--- src/monitor_conversion_control_map.svh ---
`ifndef MONITOR_CONVERSION_CONTROL_MAP_SVH
`define MONITOR_CONVERSION_CONTROL_MAP_SVH

// Register pointers.
`define VCFG_OFS 8'h00
`define TCFG_OFS 8'h01

// Reset values and write masks.
`define VCFG_RST 16'h399f
`define TCFG_RST_TRIPLE 16'hff80
`define TCFG_RST_DUAL 16'hbf80
`define VCFG_WMASK 16'h3fff
`define TCFG_WMASK 16'hff83

// Voltage configuration fields.
`define VC_RST_BIT 15
`define VC_ONESHOT_BIT 14
`define VC_RANGE_BIT 13
`define VC_GAIN_HI 12
`define VC_GAIN_LO 11
`define VC_BUS_HI 10
`define VC_BUS_LO 7
`define VC_SHUNT_HI 6
`define VC_SHUNT_LO 3
`define VC_MODE_HI 2
`define VC_MODE_LO 0

// Temperature configuration fields.
`define TC_REPEAT_BIT 15
`define TC_RMT3_BIT 14
`define TC_RMT2_BIT 13
`define TC_RMT1_BIT 12
`define TC_LOC_BIT 11
`define TC_SRF_BIT 10
`define TC_RATE_HI 9
`define TC_RATE_LO 7
`define TC_PIN_BIT 2
`define TC_DRV_HI 1
`define TC_DRV_LO 0

// Operating mode codes.
`define MODE_PD 3'h0
`define MODE_OFF 3'h4

// Timing: clock period and the microsecond tick.
`define CLK_PERIOD_NS 25
`define TICK_NS 1000

// Conversion times in microseconds.
`define T9B_US 18'h00069
`define T10B_US 18'h000b9
`define T11B_US 18'h00159
`define T12B_US 18'h00299
`define TAVG2_US 18'h00514
`define TAVG4_US 18'h00a14
`define TAVG8_US 18'h0140a
`define TAVG16_US 18'h0280a
`define TAVG32_US 18'h0500a
`define TAVG64_US 18'h0a00a
`define TAVG128_US 18'h14000

// Temperature periods in microseconds: 8, 4, 2 and 2/3, 2 per second.
`define RATE8_US 24'h01e848
`define RATE4_US 24'h03d090
`define RATE3_US 24'h05b8d8
`define RATE2_US 24'h07a120
`define RATE_FAST 3'h7
`define RATE_HALF 3'h6

`endif

--- src/monitor_conversion_control_pkg.sv ---
`default_nettype none
package monitor_conversion_control_pkg;
  typedef enum logic [6:0] {
    SER_IDLE = 7'h01,
    SER_ADDR = 7'h02,
    SER_AACK = 7'h04,
    SER_WBYTE = 7'h08,
    SER_WACK = 7'h10,
    SER_RBYTE = 7'h20,
    SER_RACK = 7'h40
  } ser_state_e;
  typedef enum logic [2:0] {
    V_OFF = 3'h1,
    V_IDLE = 3'h2,
    V_CONV = 3'h4
  } volt_state_e;
  typedef enum logic [1:0] {
    T_OFF = 2'h1,
    T_RUN = 2'h2
  } temp_state_e;
endpackage
`default_nettype wire

--- src/sync_filter.sv ---
`default_nettype none
// Three-stage input synchroniser; a change is taken once stages two and three agree.
module sync_filter #(
  parameter int WIDTH = 1,
  parameter logic [WIDTH-1:0] INIT = '0
) (
  // Clock and reset
  input wire logic mclk,
  input wire logic resetn,
  // Levels
  input wire logic [WIDTH-1:0] rawIn,
  output logic [WIDTH-1:0] level_q
);
  logic [WIDTH-1:0] s1_q, s2_q, s3_q, level_d;

  always_comb begin
    for (int i = 0; i < WIDTH; i++) begin
      level_d[i] = (s2_q[i] == s3_q[i]) ? s3_q[i] : level_q[i];
    end
  end

  always_ff @(posedge mclk) begin
    if (!resetn) begin
      s1_q <= INIT;
      s2_q <= INIT;
      s3_q <= INIT;
      level_q <= INIT;
    end else begin
      s1_q <= rawIn;
      s2_q <= s1_q;
      s3_q <= s2_q;
      level_q <= level_d;
    end
  end
endmodule // sync_filter
`default_nettype wire

--- src/monitor_conversion_control.sv ---
// Summary of operation
// - 16-bit registers move as two bytes
// - Reset bit restores defaults, self-clears
// - One-shot bit launches one measurement
// - Bit 13 picks 16V or 32V range
// - Bits 12:11 set shunt gain, default 11
// - Bits 10:7 bus resolution or averaging
// - Bits 6:3 shunt resolution or averaging
// - Four-bit field: bits or sample count
// - Conversion time follows the field setting
// - Bits 2:0 select operating mode
// - Mode 000 halts converter at once
// - Mode 100 finishes conversion, then stops
// - Triggered modes idle until one-shot or temperature
// - No channels, not continuous: stop now
// - Not continuous: finish enabled pass, stop
// - Continuous bit repeats temperature passes
// - One-shot starts one temperature pass
// - Bits 14:12 enable remote channels 3..1
// - Bit 11 enables local channel
// - Bit 10 enables resistance correction
// - Bits 9:7 set temperature rate
// - Fastest rates slow with more channels
// - Temperature core paces triggered voltage conversions, except at the fastest rate (7)
// - Pin drive field and pin read-back
`include "monitor_conversion_control_map.svh"
`default_nettype none
module monitor_conversion_control #(
  parameter logic [6:0] DEV_ADDR = 7'h5c,
  parameter bit THREE_CH = 1'b1,
  parameter int TICK_CYCLES = `TICK_NS / `CLK_PERIOD_NS
) (
  // Clock and reset
  input wire logic mclk,
  input wire logic resetn,
  // Two-wire serial link
  input wire logic sclIn,
  input wire logic sdaIn,
  output logic sdaOut,
  output logic sdaOe,
  // General-purpose pin
  input wire logic gpioIn,
  output logic gpioOut,
  output logic gpioOe,
  // Voltage core controls
  output logic busRangeSelect,
  output logic [1:0] gainSelect,
  output logic [3:0] busSampleCfg,
  output logic [3:0] shuntSampleCfg,
  output logic voltBusy,
  output logic voltDone,
  // Temperature core controls
  output logic [3:0] tempChannelOn,
  output logic seriesResistanceFix,
  output logic tempBusy,
  output logic tempDone
);
  localparam logic [15:0] TCFG_RST = THREE_CH ? `TCFG_RST_TRIPLE : `TCFG_RST_DUAL;

  logic [2:0] level;
  logic sclF, sdaF, pinF;

  sync_filter #(.WIDTH(3), .INIT(3'h3)) u_sync (
    .mclk(mclk),
    .resetn(resetn),
    .rawIn({gpioIn, sdaIn, sclIn}),
    .level_q(level)
  );
  assign sclF = level[0];
  assign sdaF = level[1];
  assign pinF = level[2];

  // Microsecond tick divider.
  logic [15:0] tickCnt_q, tickCnt_d;
  logic tick_q, tick_d;

  always_comb begin
    tick_d = (tickCnt_q == 16'(TICK_CYCLES - 1));
    tickCnt_d = tick_d ? 16'h0000 : tickCnt_q + 16'h0001;
  end

  always_ff @(posedge mclk) begin
    if (!resetn) begin
      tickCnt_q <= 16'h0000;
      tick_q <= 1'b0;
    end else begin
      tickCnt_q <= tickCnt_d;
      tick_q <= tick_d;
    end
  end

  // Register file.
  logic [15:0] vcfg_q, vcfg_d, tcfg_q, tcfg_d, regRead;
  logic oneShot_q, oneShot_d, softRst_q, softRst_d;
  logic gpioOut_d, gpioOe_d;
  logic wrStb_q, wrStb_d;
  logic [15:0] wrData_q, wrData_d;
  logic [7:0] ptr_q, ptr_d;

  always_comb begin
    regRead = 16'h0000;
    if (ptr_q == `VCFG_OFS) begin
      regRead = vcfg_q;
    end else if (ptr_q == `TCFG_OFS) begin
      regRead = tcfg_q;
      regRead[`TC_PIN_BIT] = pinF;
    end
  end

  always_comb begin
    vcfg_d = vcfg_q;
    tcfg_d = tcfg_q;
    oneShot_d = 1'b0;
    softRst_d = 1'b0;
    if (wrStb_q && ptr_q == `VCFG_OFS) begin
      if (wrData_q[`VC_RST_BIT]) begin
        vcfg_d = `VCFG_RST;
        tcfg_d = TCFG_RST;
        softRst_d = 1'b1;
      end else begin
        vcfg_d = wrData_q & `VCFG_WMASK;
        oneShot_d = wrData_q[`VC_ONESHOT_BIT];
      end
    end else if (wrStb_q && ptr_q == `TCFG_OFS) begin
      tcfg_d = wrData_q & `TCFG_WMASK;
      tcfg_d[`TC_RMT3_BIT] = wrData_q[`TC_RMT3_BIT] & THREE_CH;
    end
    gpioOe_d = tcfg_d[`TC_DRV_HI];
    gpioOut_d = tcfg_d[`TC_DRV_HI] & tcfg_d[`TC_DRV_LO];
  end

  always_ff @(posedge mclk) begin
    if (!resetn) begin
      vcfg_q <= `VCFG_RST;
      tcfg_q <= TCFG_RST;
      oneShot_q <= 1'b0;
      softRst_q <= 1'b0;
      gpioOe <= 1'b0;
      gpioOut <= 1'b0;
    end else begin
      vcfg_q <= vcfg_d;
      tcfg_q <= tcfg_d;
      oneShot_q <= oneShot_d;
      softRst_q <= softRst_d;
      gpioOe <= gpioOe_d;
      gpioOut <= gpioOut_d;
    end
  end

  assign busRangeSelect = vcfg_q[`VC_RANGE_BIT];
  assign gainSelect = vcfg_q[`VC_GAIN_HI:`VC_GAIN_LO];
  assign busSampleCfg = vcfg_q[`VC_BUS_HI:`VC_BUS_LO];
  assign shuntSampleCfg = vcfg_q[`VC_SHUNT_HI:`VC_SHUNT_LO];
  assign tempChannelOn = tcfg_q[`TC_RMT3_BIT:`TC_LOC_BIT];
  assign seriesResistanceFix = tcfg_q[`TC_SRF_BIT];

  // Serial slave: samples on the clock's rise, changes data after its fall.
  monitor_conversion_control_pkg::ser_state_e st_q, st_d;
  logic [2:0] bitCnt_q, bitCnt_d;
  logic [7:0] sh_q, sh_d, msb_q, msb_d, rdByte_q, rdByte_d, byteIn;
  logic [1:0] byteIdx_q, byteIdx_d;
  logic rw_q, rw_d, half_q, half_d, ackOn_q, ackOn_d, sdaOe_d;
  logic sclPrev_q, sdaPrev_q, sclRise, sclFall, startCond, stopCond;

  always_comb begin
    sclRise = sclF & ~sclPrev_q;
    sclFall = ~sclF & sclPrev_q;
    startCond = sclF & sclPrev_q & sdaPrev_q & ~sdaF;
    stopCond = sclF & sclPrev_q & ~sdaPrev_q & sdaF;
    byteIn = {sh_q[6:0], sdaF};
    st_d = st_q;
    bitCnt_d = bitCnt_q;
    sh_d = sh_q;
    msb_d = msb_q;
    rdByte_d = rdByte_q;
    byteIdx_d = byteIdx_q;
    rw_d = rw_q;
    half_d = half_q;
    ackOn_d = ackOn_q;
    sdaOe_d = sdaOe;
    ptr_d = ptr_q;
    wrStb_d = 1'b0;
    wrData_d = wrData_q;
    if (startCond) begin
      st_d = monitor_conversion_control_pkg::SER_ADDR;
      bitCnt_d = 3'h0;
      byteIdx_d = 2'h0;
      ackOn_d = 1'b0;
      sdaOe_d = 1'b0;
    end else if (stopCond) begin
      st_d = monitor_conversion_control_pkg::SER_IDLE;
      sdaOe_d = 1'b0;
    end else begin
      case (st_q)
        monitor_conversion_control_pkg::SER_ADDR: begin
          if (sclRise) begin
            sh_d = byteIn;
            bitCnt_d = bitCnt_q + 3'h1;
            if (bitCnt_q == 3'h7) begin
              rw_d = sdaF;
              st_d = (sh_q[6:0] == DEV_ADDR) ? monitor_conversion_control_pkg::SER_AACK
                                             : monitor_conversion_control_pkg::SER_IDLE;
            end
          end
        end
        monitor_conversion_control_pkg::SER_AACK,
        monitor_conversion_control_pkg::SER_WACK: begin
          if (sclFall) begin
            ackOn_d = ~ackOn_q;
            sdaOe_d = ~ackOn_q;
            bitCnt_d = 3'h0;
            if (ackOn_q && rw_q && st_q == monitor_conversion_control_pkg::SER_AACK) begin
              st_d = monitor_conversion_control_pkg::SER_RBYTE;
              rdByte_d = regRead[15:8];
              half_d = 1'b1;
              sdaOe_d = ~regRead[15];
            end else if (ackOn_q) begin
              st_d = monitor_conversion_control_pkg::SER_WBYTE;
            end
          end
        end
        monitor_conversion_control_pkg::SER_WBYTE: begin
          if (sclRise) begin
            sh_d = byteIn;
            bitCnt_d = bitCnt_q + 3'h1;
            if (bitCnt_q == 3'h7) begin
              st_d = monitor_conversion_control_pkg::SER_WACK;
              byteIdx_d = 2'h2;
              if (byteIdx_q == 2'h0) begin
                ptr_d = byteIn;
                byteIdx_d = 2'h1;
              end else if (byteIdx_q == 2'h1) begin
                msb_d = byteIn;
              end else begin
                wrStb_d = 1'b1;
                wrData_d = {msb_q, byteIn};
                byteIdx_d = 2'h1;
              end
            end
          end
        end
        monitor_conversion_control_pkg::SER_RBYTE: begin
          if (sclRise) begin
            bitCnt_d = bitCnt_q + 3'h1;
            if (bitCnt_q == 3'h7) begin
              st_d = monitor_conversion_control_pkg::SER_RACK;
            end
          end else if (sclFall) begin
            sdaOe_d = ~rdByte_q[3'h7 - bitCnt_q];
          end
        end
        monitor_conversion_control_pkg::SER_RACK: begin
          if (sclFall) begin
            sdaOe_d = 1'b0;
          end else if (sclRise) begin
            if (!sdaF) begin
              st_d = monitor_conversion_control_pkg::SER_RBYTE;
              bitCnt_d = 3'h0;
              rdByte_d = half_q ? regRead[7:0] : regRead[15:8];
              half_d = ~half_q;
            end else begin
              st_d = monitor_conversion_control_pkg::SER_IDLE;
            end
          end
        end
        default: begin
          st_d = monitor_conversion_control_pkg::SER_IDLE;
        end
      endcase
    end
  end

  always_ff @(posedge mclk) begin
    if (!resetn) begin
      st_q <= monitor_conversion_control_pkg::SER_IDLE;
      bitCnt_q <= 3'h0;
      sh_q <= 8'h00;
      msb_q <= 8'h00;
      rdByte_q <= 8'h00;
      byteIdx_q <= 2'h0;
      rw_q <= 1'b0;
      half_q <= 1'b0;
      ackOn_q <= 1'b0;
      sdaOe <= 1'b0;
      sdaOut <= 1'b0;
      ptr_q <= 8'h00;
      wrStb_q <= 1'b0;
      wrData_q <= 16'h0000;
      sclPrev_q <= 1'b1;
      sdaPrev_q <= 1'b1;
    end else begin
      st_q <= st_d;
      bitCnt_q <= bitCnt_d;
      sh_q <= sh_d;
      msb_q <= msb_d;
      rdByte_q <= rdByte_d;
      byteIdx_q <= byteIdx_d;
      rw_q <= rw_d;
      half_q <= half_d;
      ackOn_q <= ackOn_d;
      sdaOe <= sdaOe_d;
      sdaOut <= 1'b0;
      ptr_q <= ptr_d;
      wrStb_q <= wrStb_d;
      wrData_q <= wrData_d;
      sclPrev_q <= sclF;
      sdaPrev_q <= sdaF;
    end
  end

  // Conversion time of one four-bit sample field, in microseconds.
  function automatic logic [17:0] convUs(input logic [3:0] f);
    logic [17:0] t;
    t = `T12B_US;
    if (!f[3]) begin
      case (f[1:0])
        2'h0: t = `T9B_US;
        2'h1: t = `T10B_US;
        2'h2: t = `T11B_US;
        default: t = `T12B_US;
      endcase
    end else begin
      case (f[2:0])
        3'h1: t = `TAVG2_US;
        3'h2: t = `TAVG4_US;
        3'h3: t = `TAVG8_US;
        3'h4: t = `TAVG16_US;
        3'h5: t = `TAVG32_US;
        3'h6: t = `TAVG64_US;
        3'h7: t = `TAVG128_US;
        default: t = `T12B_US;
      endcase
    end
    return t;
  endfunction

  // Voltage core sequencer.
  monitor_conversion_control_pkg::volt_state_e vst_q, vst_d;
  logic [17:0] vTimer_q, vTimer_d, vLoad;
  logic voltDone_d, voltBusy_d, tempTrig_q, tempTrig_d;
  logic [2:0] mode;
  logic modeLoop, modeTrig;

  always_comb begin
    mode = vcfg_q[`VC_MODE_HI:`VC_MODE_LO];
    modeLoop = mode[2] & (mode[1:0] != 2'h0);
    modeTrig = ~mode[2] & (mode[1:0] != 2'h0);
    vLoad = (mode[0] ? convUs(shuntSampleCfg) : 18'h00000)
          + (mode[1] ? convUs(busSampleCfg) : 18'h00000);
    vst_d = vst_q;
    vTimer_d = vTimer_q;
    voltDone_d = 1'b0;
    case (vst_q)
      monitor_conversion_control_pkg::V_CONV: begin
        if (mode == `MODE_PD) begin
          vst_d = monitor_conversion_control_pkg::V_OFF;
        end else if (tick_q) begin
          vTimer_d = vTimer_q - 18'h00001;
          if (vTimer_q <= 18'h00001) begin
            voltDone_d = 1'b1;
            vTimer_d = vLoad;
            if (!modeLoop) begin
              vst_d = modeTrig ? monitor_conversion_control_pkg::V_IDLE
                               : monitor_conversion_control_pkg::V_OFF;
            end
          end
        end
      end
      default: begin
        vTimer_d = vLoad;
        if (modeLoop || (modeTrig && (oneShot_q || tempTrig_q))) begin
          vst_d = monitor_conversion_control_pkg::V_CONV;
        end else begin
          vst_d = modeTrig ? monitor_conversion_control_pkg::V_IDLE
                           : monitor_conversion_control_pkg::V_OFF;
        end
      end
    endcase
    voltBusy_d = (vst_d == monitor_conversion_control_pkg::V_CONV);
  end

  always_ff @(posedge mclk) begin
    if (!resetn || softRst_q) begin
      vst_q <= monitor_conversion_control_pkg::V_OFF;
      vTimer_q <= 18'h00000;
      voltDone <= 1'b0;
      voltBusy <= 1'b0;
    end else begin
      vst_q <= vst_d;
      vTimer_q <= vTimer_d;
      voltDone <= voltDone_d;
      voltBusy <= voltBusy_d;
    end
  end

  // Temperature core pacing.
  monitor_conversion_control_pkg::temp_state_e tst_q, tst_d;
  logic [23:0] tTimer_q, tTimer_d, tPeriod;
  logic [2:0] rate, nCh;
  logic anyEn, rpt, tempDone_d, tempBusy_d;

  always_comb begin
    rate = tcfg_q[`TC_RATE_HI:`TC_RATE_LO];
    rpt = tcfg_q[`TC_REPEAT_BIT];
    anyEn = (tempChannelOn != 4'h0);
    nCh = 3'(tempChannelOn[0]) + 3'(tempChannelOn[1])
        + 3'(tempChannelOn[2]) + 3'(tempChannelOn[3]);
    tPeriod = `RATE2_US << (3'h5 - rate);
    if (rate == `RATE_HALF) begin
      tPeriod = (nCh <= 3'h2) ? `RATE4_US : (nCh == 3'h3) ? `RATE3_US : `RATE2_US;
    end else if (rate == `RATE_FAST) begin
      tPeriod = (nCh <= 3'h1) ? `RATE8_US : (nCh == 3'h2) ? `RATE4_US : `RATE3_US;
    end
    tst_d = tst_q;
    tTimer_d = tTimer_q;
    tempDone_d = 1'b0;
    tempTrig_d = 1'b0;
    case (tst_q)
      monitor_conversion_control_pkg::T_RUN: begin
        if (!rpt && !anyEn) begin
          tst_d = monitor_conversion_control_pkg::T_OFF;
        end else if (tick_q) begin
          tTimer_d = tTimer_q - 24'h000001;
          if (tTimer_q <= 24'h000001) begin
            tempDone_d = anyEn;
            tempTrig_d = (rate != `RATE_FAST) & anyEn & modeTrig;
            tTimer_d = tPeriod;
            if (!rpt) begin
              tst_d = monitor_conversion_control_pkg::T_OFF;
            end
          end
        end
      end
      default: begin
        tTimer_d = tPeriod;
        if (rpt || (oneShot_q && anyEn)) begin
          tst_d = monitor_conversion_control_pkg::T_RUN;
        end
      end
    endcase
    tempBusy_d = (tst_d == monitor_conversion_control_pkg::T_RUN) & anyEn;
  end

  always_ff @(posedge mclk) begin
    if (!resetn || softRst_q) begin
      tst_q <= monitor_conversion_control_pkg::T_OFF;
      tTimer_q <= 24'h000000;
      tempTrig_q <= 1'b0;
      tempDone <= 1'b0;
      tempBusy <= 1'b0;
    end else begin
      tst_q <= tst_d;
      tTimer_q <= tTimer_d;
      tempTrig_q <= tempTrig_d;
      tempDone <= tempDone_d;
      tempBusy <= tempBusy_d;
    end
  end
endmodule // monitor_conversion_control
`default_nettype wire

--- config.mk ---
export PLATFORM = sky130hd
export DESIGN_NAME = monitor_conversion_control
export DESIGN_NICKNAME = d
export VERILOG_FILES = /design/src/monitor_conversion_control_pkg.sv /design/src/sync_filter.sv /design/src/monitor_conversion_control.sv
export VERILOG_INCLUDE_DIRS = /design/src
export SDC_FILE = /design/constraint.sdc
export NUM_CORES = 1
export LEC_CHECK = 0
export ABC_AREA = 0
export BUFFER_PORTS_ARGS = -buffer_cell sky130_fd_sc_hd__buf_4
export CORE_UTILIZATION = 40
export DETAILED_ROUTE_END_ITERATION = 10
export HOLD_SLACK_MARGIN = 0.06
export PLACE_DENSITY = 0.57
export SYNTH_ARGS = -nofsm -noshare
export SYNTH_HDL_FRONTEND = slang
export SYNTH_SLANG_ARGS = --single-unit
--- constraint.sdc ---
create_clock -name mclk -period 3.65 [get_ports mclk]
set_input_delay 0.73 -clock mclk [delete_from_list [all_inputs] [get_ports mclk]]
set_output_delay 0.73 -clock mclk [all_outputs]
set_load 0.02 [all_outputs]
# Yosys cells after proc, flatten, opt, wreduce, memory -nomap -nowiden
# Index checks and enable logic that the tools add are counted.
dict set report totals {
  wordCells 303
  in_bits 5
  out_inout_bits 24
  ff_bits 183
}
dict set report op_classes {
  order_cmp 5
  bitwise_logic 35
  shifts 1
  muxes 89
  n_addsub 10
  n_reduce_logical 51
  eq_ne 72
}
# operator n
set op_table {}
lappend op_table {{$pmux 17 s7} 2}
lappend op_table {{$mux 18} 9}
lappend op_table {{$mux 24} 6}
lappend op_table {{$mux 16} 5}
lappend op_table {{$mux 7} 11}
lappend op_table {{$pmux 10 s3} 2}
lappend op_table {{$mux 19} 3}
lappend op_table {{$mux 8} 6}
lappend op_table {{$eq 3x3->1 const B} 13}
lappend op_table {{$ne 2x2->1 const B} 19}
lappend op_table {{$mux 3} 12}
lappend op_table {{$ne 4x4->1 const B} 9}
lappend op_table {{$pmux 7 s5} 1}
lappend op_table {{$le 24x1->1 const B} 1}
lappend op_table {{$shl 19x3->24 const A} 1}
lappend op_table {{$sub 24x1->24 const B} 1}
lappend op_table {{$mux 2} 11}
lappend op_table {{$not 1->1} 22}
lappend op_table {{$reduce_and 7->1} 3}
lappend op_table {{$reduce_and 10->1} 2}
lappend op_table {{$add 18x18->18} 1}
lappend op_table {{$eq 3x2->1 const B} 6}
lappend op_table {{$le 18x1->1 const B} 1}
lappend op_table {{$sub 18x1->18 const B} 1}
lappend op_table {{53 further kinds} 115}

# Logic depth before layout (Yosys ltp)
# Gate-level depths: netlist of run 1.
dict set report depth {
  depth_word 12
  depth_mapped 13
  depth_no_buf 11
}

# Hierarchy
# A second synthesis of run 1 with hierarchy kept.
dict set report hier_totals {
  cells_unflattened 1262
  hier_area_um2 9849.4
}
# module n_inst cells_each area_each_um2 seq_area_each_um2
set modules_own_cells {}
lappend modules_own_cells {monitor_conversion_control 1 1231 9494.1 3263.1}
lappend modules_own_cells {sync_filter 1 31 355.3 240.2}

# Worst setup path after synthesis of run 1
# Ideal clock, no wire load.
dict set report synth_path {
  path_kind {reg2reg}
  start {reg vcfg_q[4]}
  end {reg vTimer_q[14]}
  n_path_buf 1
  path_stages_with_launch 12
  arrival_ps 2684
  required_ps 3526
  period_less_slack_ps 2808
  setup_time_ps 124
  path_slack_ps 842
  path_cell_list {dfxtp_1 -> clkbuf_1 -> nand2_1 -> xnor2_1 -> and3_1 -> fa_1 -> a211o_1 -> a211oi_1 -> o211a_1 -> o21bai_1 -> xnor2_1 -> o22ai_1}
}
dict set report synth_via {
  elab_chain_len 9
  word_cells_on_any_way 19
  cone_classes {1 x add/sub; 9 x eq/ne; 8 x mux; 1 x reduce/logical}
}
# element line
set synth_rtl {}
lappend synth_rtl {{start: declaration} monitor_conversion_control.sv:93} ;# logic [15:0] vcfg_q, vcfg_d, tcfg_q, tcfg_d, regRead;
lappend synth_rtl {{start signal: assignment} monitor_conversion_control.sv:134} ;# vcfg_q <= `VCFG_RST;
lappend synth_rtl {{start signal: assignment} monitor_conversion_control.sv:141} ;# vcfg_q <= vcfg_d;
lappend synth_rtl {{$eq 3x3->1 (tied with other cells)} monitor_conversion_control.sv:323} ;# case (f[2:0])
lappend synth_rtl {{$pmux 17 s7 or $pmux 10 s3 (tied branches)} {monitor_conversion_control.sv:323, monitor_conversion_control.sv:316}}
lappend synth_rtl {{$mux 18 *} monitor_conversion_control.sv:315} ;# if (!f[3]) begin
lappend synth_rtl {{$mux 18 *} monitor_conversion_control.sv:348} ;# vLoad = (mode[0] ? convUs(shuntSampleCfg) : 18'h00000)
lappend synth_rtl {{$add 18x18->18 *} monitor_conversion_control.sv:349} ;# + (mode[1] ? convUs(busSampleCfg) : 18'h00000);
lappend synth_rtl {{$mux 18} monitor_conversion_control.sv:359} ;# if (vTimer_q <= 18'h00001) begin
lappend synth_rtl {{$mux 18} monitor_conversion_control.sv:357} ;# end else if (tick_q) begin
lappend synth_rtl {{$mux 18} monitor_conversion_control.sv:355} ;# if (mode == `MODE_PD) begin
lappend synth_rtl {{$mux 18 *} monitor_conversion_control.sv:353} ;# case (vst_q)
lappend synth_rtl {{end signal: assignment} monitor_conversion_control.sv:390} ;# vTimer_q <= vTimer_d;
lappend synth_rtl {{end: declaration} monitor_conversion_control.sv:339} ;# logic [17:0] vTimer_q, vTimer_d, vLoad;
# Every way passes the cells marked *; elsewhere a longest branch is shown, timed or not. The select of a mux whose other input is x is not followed.
# A chain may end at the register's enable or synchronous reset.

# Final worst setup path of run 1
dict set report layout_path {
  start {reg vcfg_q[10]}
  end {reg vTimer_q[13]}
}
dict set report layout_via {
  elab_chain_len 7
}
# element line
set layout_rtl {}
lappend layout_rtl {{$mux 18 *} monitor_conversion_control.sv:315}
lappend layout_rtl {{$mux 18 *} monitor_conversion_control.sv:349}
lappend layout_rtl {{$add 18x18->18 *} monitor_conversion_control.sv:349}
lappend layout_rtl {{$mux 18} monitor_conversion_control.sv:359}
lappend layout_rtl {{$mux 18} monitor_conversion_control.sv:357}
lappend layout_rtl {{$mux 18} monitor_conversion_control.sv:355}
lappend layout_rtl {{$mux 18 *} monitor_conversion_control.sv:353}
# Marks and branches as above.

==> impl_results.md, run 1 <==
- Status: finished, final reports clean
- Critical path peak fanout: 16
- Transition time of the tightest slew-check pin: slightly above 0.9 ns
- Setup TNS Final: 0 ns
- Fin cells: 1555
- Peak supply drop: roughly 0.29 mV
- Overflow after GRT: 0
- CP Launch Point: vcfg_q[10]$_SDFFE_PN0P_
- Share of layout cells above drive strength 1: 8.367%
- Req. time, crit path: 3.98 ns
- Clk sinks: 175
- Hpwl dp: between 15 and 20 mm
- Synth async-reset ratio: 0%
- Cts hold-fix bufs: 0
- Clk_lat worst skew: 0.44 ns
- Die height: between 150 and 200 um
- Site Rows: between 50 and 60
- Leakage Power: 4.284 nW
- Initial Utilization: 40.90%
- CTS max path bufs: 2
- WS Path Type: flop to flop
- Reg-to-Reg Start: vcfg_q[10]$_SDFFE_PN0P_
- Post-placement setup slack: 0.6276 ns
- Final WS setup: 0.5565 ns
- Synth Register Bits: 175
- Final Net Count: roughly 1300
- Die ar.: roughly 26000 um^2
- Peak Freq: ~0.32 GHz
- Worst min-delay path class: flop to flop
- Pwr Total: 4.209 mW
- Clk_skew: 0.01200 ns
- WL/cell: 16.94 um
- Setup bufs post-CTS: 0
- Synth Flop Type: dfxtp_1
- Power per cell area: 386.8 nW/um^2
- Residual DRC count: 0
- Placed Cells: 1523
- Synth cell types: 78
- Register area share after synthesis: 35.22%
- RSZ-0062 raised after global routing: false
- Pin count of the biggest net entering global routing: 57
- Clock transition at the registers of the reported paths: roughly 0.080 ns
- Cts repair resizes: 0
- Post-Syn Area per Cell: approximately 8.0 um^2
- DRT iter0 DRCs: about 740
- Crit path launch type: flop
- Max cap viols: 0
- Worst slew margin: 38.59%
- Post-synth EDFFs: 0
- Post-synth top area cell: dfxtp_1
- Synth cell count leaders: dfxtp_1, nand2_1, nor2_1
- Via density per instance: 5.577
- Vias in the first global route: 7838
- CTS H-Tree Depth: 4
- Final core occ: between 40% and 50%
- Antenna cells: 0
- Synthesized netlist cell count: 1242
- Initial antenna violation count: 0
- CTS Buf Count: 17
- DRT antenna net count: 0
- First-pass GRT wire length: about 42 mm
- CTS tree: yes
- Most common cell in the netlist: dfxtp_1
- Clock Root Buffer: clkbuf_16
- Arrival @ worst endpoint: 3.42 ns
- Core area: 24320 um^2
- Yosys warning count: 0
- Worst Min Path Start: u_sync.s1_q[0]$_SDFF_PN1_
- First-pass iteration count of the detailed router: 5
- Placer's final routability congestion estimate: 0.8787
- Final period utilization: 84.75%
- Final hold viol count: 0
- Yosys top cell area share: 35.22%
- Io pins: 29
- Setup violations, final: 0
- Area contributors post-synth: dfxtp_1, nand2_1, nor2_1
- CP endpoint kind: flop
- Vias: 8673
- Max-slew violations: 0
- Area delta synth->final: 9.408%
- Routed WL: about 26 mm
- Die X: 159.7 um
- Post-route minimum period: 3.093 ns
- GRT Resource Usage Total: 20.65%
- Synthesized Nets: 1284
- IO buf count: 27
- Cell Area, Synth: approximately 10000 um^2
==> placed cells by master (no fill, tap or decap), types with 12 or more instances in the layout <==
cell type  Yosys  routed
o211ai_1      13      13
ha_1          35      35
o21ai_0       72      72
a21o_1        12      12
xor2_1        20      20
nand2_1      148     148
nor3b_1       16      16
or3_1         14      14
nor3_1        34      34
buf_4         17      41
nor2_1       135     135
dfxtp_1      175     175
nand2b_1      16      16
a31oi_1       13      13
clkbuf_16      0      17
and3_1        21      21
nor2b_1       15      15
xnor2_1       19      19
mux2i_1       36      36
nand3_1       56      56
inv_1         22      21
nor4_1        12      12
and2_1        22      22
a21oi_1       84      84
==> layout make-up <==
class | instances | area [um^2]
tap | 324 | 405.4
clock buffer | 17 | 425.4
fill | 2415 | 13440
inverter | 22 | 82.58
multi-input combinational | 961 | 5956
sequential | 175 | 3503
timing repair buffer | 41 | 307.8
clock inverter | 15 | 202.7
==> metal layers <==
| metal | share of wire (%) | track usage [%] | vias to the layer above | wire [um] |
|---|---|---|---|---|
| met5 | 0 | 0 | - | 0 |
| met4 | 1.5 | 5.769 | 0 | 384 |
| met3 | 3.4 | 3.065 | 26 | 908 |
| met2 | 47 | 33.11 | 206 | 12320 |
| met1 | 48 | 28.75 | 4040 | 12730 |
| li1 | - | - | 4401 | - |
==> report_power, final <==
part           switching [mW]  leakage (nW)  internal, mW
Sequential             0.0401          1.42          1.95
Clock                   0.969         0.299         0.949
Combinational           0.197          2.56         0.105
Total                    1.21          4.28          3.00
==> sequential cells by signal, indices dropped and copies added (netlist names), 7 cells and up <==
name       cells
vTimer_q      18
tTimer_q      24
sh_q           7
msb_q          8
ptr_q          8
wrData_q      16
tcfg_q        10
st_q           7
tickCnt_q     16
rdByte_q       8
vcfg_q        14
==> worst paths after layout <==
path,to,slack (ns),depth (start not counted)
setup reg to reg,vTimer_q[13]$_SDFFE_PP0P_,0.56,11
hold reg to reg,u_sync.s2_q[0]$_SDFF_PN1_,0.42,1
hold / removal,u_sync.s2_q[0]$_SDFF_PN1_,0.42,1
setup / recovery,vTimer_q[13]$_SDFFE_PP0P_,0.56,11
==> kinds of logic (layout without fill, tap and decap cells) <==
| kind of cell | Yosys count | in the layout | synth area share, % |
|---|---|---|---|
| and+or+nand+nor | 540 | 540 | 26.99 |
| AOI/OAI and AO/OA | 300 | 300 | 19.52 |
| DFF | 175 | 175 | 35.22 |
| buffers and inverters | 106 | 95 | 4.906 |
| muxes | 43 | 43 | 4.981 |
| xor gates and xnor gates | 39 | 39 | 3.434 |
| adders and majority gates | 38 | 38 | 4.906 |
| other | 1 | 1 | 0.03770 |
==> stage by stage <==
stage,cell area (um^2),hold WS [ns]
global route,10880,0.4329
detailed placement,10250,0.3987
global placement,10250,0.3910
finish,10880,0.4181
CTS,10880,0.4218
floorplan,9947,0.3863
==> worst max-delay path: stages (launching register included) <==
cell and delay [ns]:
dfxtp_1 0.63, nor2b_1 0.30, nand2_1 0.07, o21ai_0 0.07
and2_1 0.16, ha_1 0.29, and2_1 0.20, a221oi_1 0.42
a21oi_1 0.17, o31ai_1 0.34, mux2i_1 0.25, a21oi_1 0.08
No activity file was read; power rests on OpenSTA's default activity.
==> run 2: changes to the inputs <==
Clock period 3.65 ns to 2.85 ns, I/O delays scaled along.
==> impl_results.md, run 2 (same netlist as run 1, synthesis figures left out) <==
- Status: finished, final reports clean (unchanged)
- Leakage Power: 4.503 nW (was 4.284 nW)
- Overflow after GRT: 0 (unchanged)
- CP bufs+invs: 0 (unchanged)
- P_sw: 1.553 mW (was 1.206 mW)
- First-pass GRT wire length: 43.53 mm (was 42.49 mm)
- Peak Freq: 0.3716 GHz (was 0.3233 GHz)
- Crit path launch type: flop (unchanged)
- Critical path peak fanout: 8 (was 16)
- Switch share: 28.18% (was 28.65%)
- Final Net Count: 1303 (was 1260)
- First-pass iteration count of the detailed router: 5 (unchanged)
- Power per cell area: 489.3 nW/um^2 (was 386.8 nW/um^2)
- Die ar.: 25500 um^2 (unchanged)
- Final WS setup: 0.1591 ns (was 0.5565 ns)
- Largest register FFs: 24 (unchanged)
- Via density per instance: 5.587 (was 5.577)
- Worst slew margin: 42.50% (was 38.59%)
- Initial Utilization: 40.90% (unchanged)
- Worst min-delay path class: primary input to flop (was flop to flop)
- Internal: 3.957 mW (was 3.003 mW)
- Max cap viols: 0 (unchanged)
- Hold_ws: 0.3061 ns (was 0.4181 ns)
- Transition time of the tightest slew-check pin: 0.8587 ns (was 0.9171 ns)
- WS Path Type: flop to flop (unchanged)
- Placer's final routability congestion estimate: 0.8887 (was 0.8787)
- Clk_lat worst skew: 0.44 ns (about the same)
- Peak supply drop: 0.3148 mV (was 0.2920 mV)
- Worst path max stage delay: 0.48 ns (was 0.63 ns)
- Crit path max-delay cell type: dfxtp_1 (unchanged)
- Clock Root Buffer: clkbuf_16 (unchanged)
- Routed WL: 26.71 mm (was 26.35 mm)
- IO buf count: 27 (unchanged)
- Site Rows: 57 (unchanged)
- CTS max path bufs: 2 (unchanged)
- Max-slew violations: 0 (unchanged)
- Area delta synth->final: 13.21% (was 9.408%)
- CTS Buf Count: 17 (unchanged)
- Pin count of the biggest net entering global routing: 56 (was 57)
- Cell family with most CP delay: compound AO/OA/AOI/OAI gates (unchanged)
- CP endpoint kind: flop (unchanged)
- Setup violations, final: 0 (unchanged)
- Clock power share: 46.2% (was 45.6%)
- Post-route minimum period: 2.691 ns (was 3.093 ns)
- WL/cell: 16.71 um (was 16.94 um)
- Fillers: 2392 (was 2415)
- Clk_skew: 0.01479 ns (was 0.01200 ns)
- CTS H-Tree Depth: 4 (unchanged)
- Io pins: 29 (unchanged)
- CTS tree: yes (unchanged)
- Critical path cell sequence: o31ai_1, and2_1, ha_1, fa_1, a211o_1, a211oi_2, o211a_1, o21bai_1, xnor2_1, o22ai_1 (was nor2b_1, nand2_1, o21ai_0, and2_1, ha_1, and2_1, a221oi_1, a21oi_1, o31ai_1, mux2i_1, a21oi_1)
- Die height: 159.7 um (unchanged)
- Initial antenna violation count: 0 (unchanged)
- Req. time, crit path: 3.18 ns (was 3.98 ns)
- Final hold viol count: 0 (unchanged)
- Largest registers: tTimer_q (24), vTimer_q (18) (unchanged)
- Sequential Power Share: 46.3% (was 47.3%)
- Setup bufs post-CTS: 0 (unchanged)
- Most frequent cells in the layout: dfxtp_1, nand2_1, nor2_1 (unchanged)
- DRT antenna net count: 0 (unchanged)
- Post-placement setup slack: 0.08922 ns (was 0.6276 ns)
- DRT iter0 DRCs: 644 (was 736)
- Share of layout cells above drive strength 1: 11.93% (was 8.367%)
- Gate power share: 7.5% (was 7.2%)
- Clk sinks: 175 (unchanged)
- Commonest non-fill, non-tap cell in the layout: dfxtp_1 (unchanged)
- GRT Resource Usage Total: 21.13% (was 20.65%)
- Core area: 24320 um^2 (unchanged)
- Clock transition at the registers of the reported paths: 0.08 ns (about the same)
- Largest Register: tTimer_q (unchanged)
- Final period utilization: 94.42% (was 84.75%)
- Hpwl dp: 19.44 mm (was 18.80 mm)
- Arrival @ worst endpoint: 3.02 ns (was 3.42 ns)
- Vias: 8928 (was 8673)
- Vias in the first global route: 8133 (was 7838)
- Residual DRC count: 0 (unchanged)
- Antenna cells: 0 (unchanged)
- Die X: 159.7 um (unchanged)
## run 2: changes by cell type in the layout (fill, tap and decap cells not counted), moves of 2 or more
cell / previous run / this run
a211oi_1: 9 / 7
buf_4: 41 / 84
o21ai_0: 72 / 70
a211oi_2: 0 / 2
inv_6: 3 / 1
o21ai_1: 2 / 4
## run 2: path summary, 6_finish.rpt
kind | cells past startpoint | endpoint | slack (ns) | from
hold / removal | 2 | u_sync.s1_q[0]$_SDFF_PN1_ | 0.31 | sclIn
hold reg to reg | 1 | u_sync.s2_q[0]$_SDFF_PN1_ | 0.41 | u_sync.s1_q[0]$_SDFF_PN1_
setup / recovery | 10 | vTimer_q[14]$_SDFFE_PP0P_ | 0.16 | vcfg_q[5]$_SDFFE_PN0P_
setup reg to reg | 10 | vTimer_q[14]$_SDFFE_PP0P_ | 0.16 | vcfg_q[5]$_SDFFE_PN0P_
## run 2: area by class of cell
cell class / instances / area (um^2) / share of cell area (%)
clock buffer: 17 / 425.4 / 3.778
clock inverter: 15 / 232.7 / 2.067
inverter: 22 / 82.58 / 0.7333
multi-input combinational: 961 / 5979 / 53.10
sequential: 175 / 3505 / 31.12
tap: 324 / 405.4 / 3.600
timing repair buffer: 84 / 630.6 / 5.600
## run 2: repair_timing
item | in CTS | in global routing
setup endpoints to repair | 0 | 10
hold buffers | 0 | 0
gates resized for setup | 0 | 8
## run 2: stage by stage
| stage | util [%] | total power, mW | setup TNS (ns) | instances | instance area, um^2 |
|---|---|---|---|---|---|
| final | 46.30 | 5.510 | 0 | 1598 | 11260 |
| after global routing | 46.30 | 5.713 | -0.01082 | 1598 | 11260 |
| after CTS | 46.20 | 5.557 | 0 | 1598 | 11240 |
| after detailed placement | 43.49 | 3.012 | 0 | 1566 | 10580 |
| after global placement | 43.49 | 3.013 | 0 | 1566 | 10580 |
| after floorplan | - | 2.879 | 0 | 1242 | 9947 |
## run 2: routing by layer
layer	GRT usage, %	wire length [um]	up-vias	share of wire (%)
met5	0	0	-	0
met4	7.474	637	0	2.4
met3	3.377	1159	43	4.3
met2	33.33	12170	221	46
met1	29.12	12740	4169	48
li1	-	-	4495	-
## run 2: power by group through the flow
stage	Clock [mW]	Combinational, mW	Sequential (mW)
CTS	2.60	0.409	2.55
detailed placement	0	0.407	2.61
finish	2.55	0.413	2.55
global route	2.70	0.457	2.56
floorplan	0	0.286	2.59
global placement	0	0.408	2.60
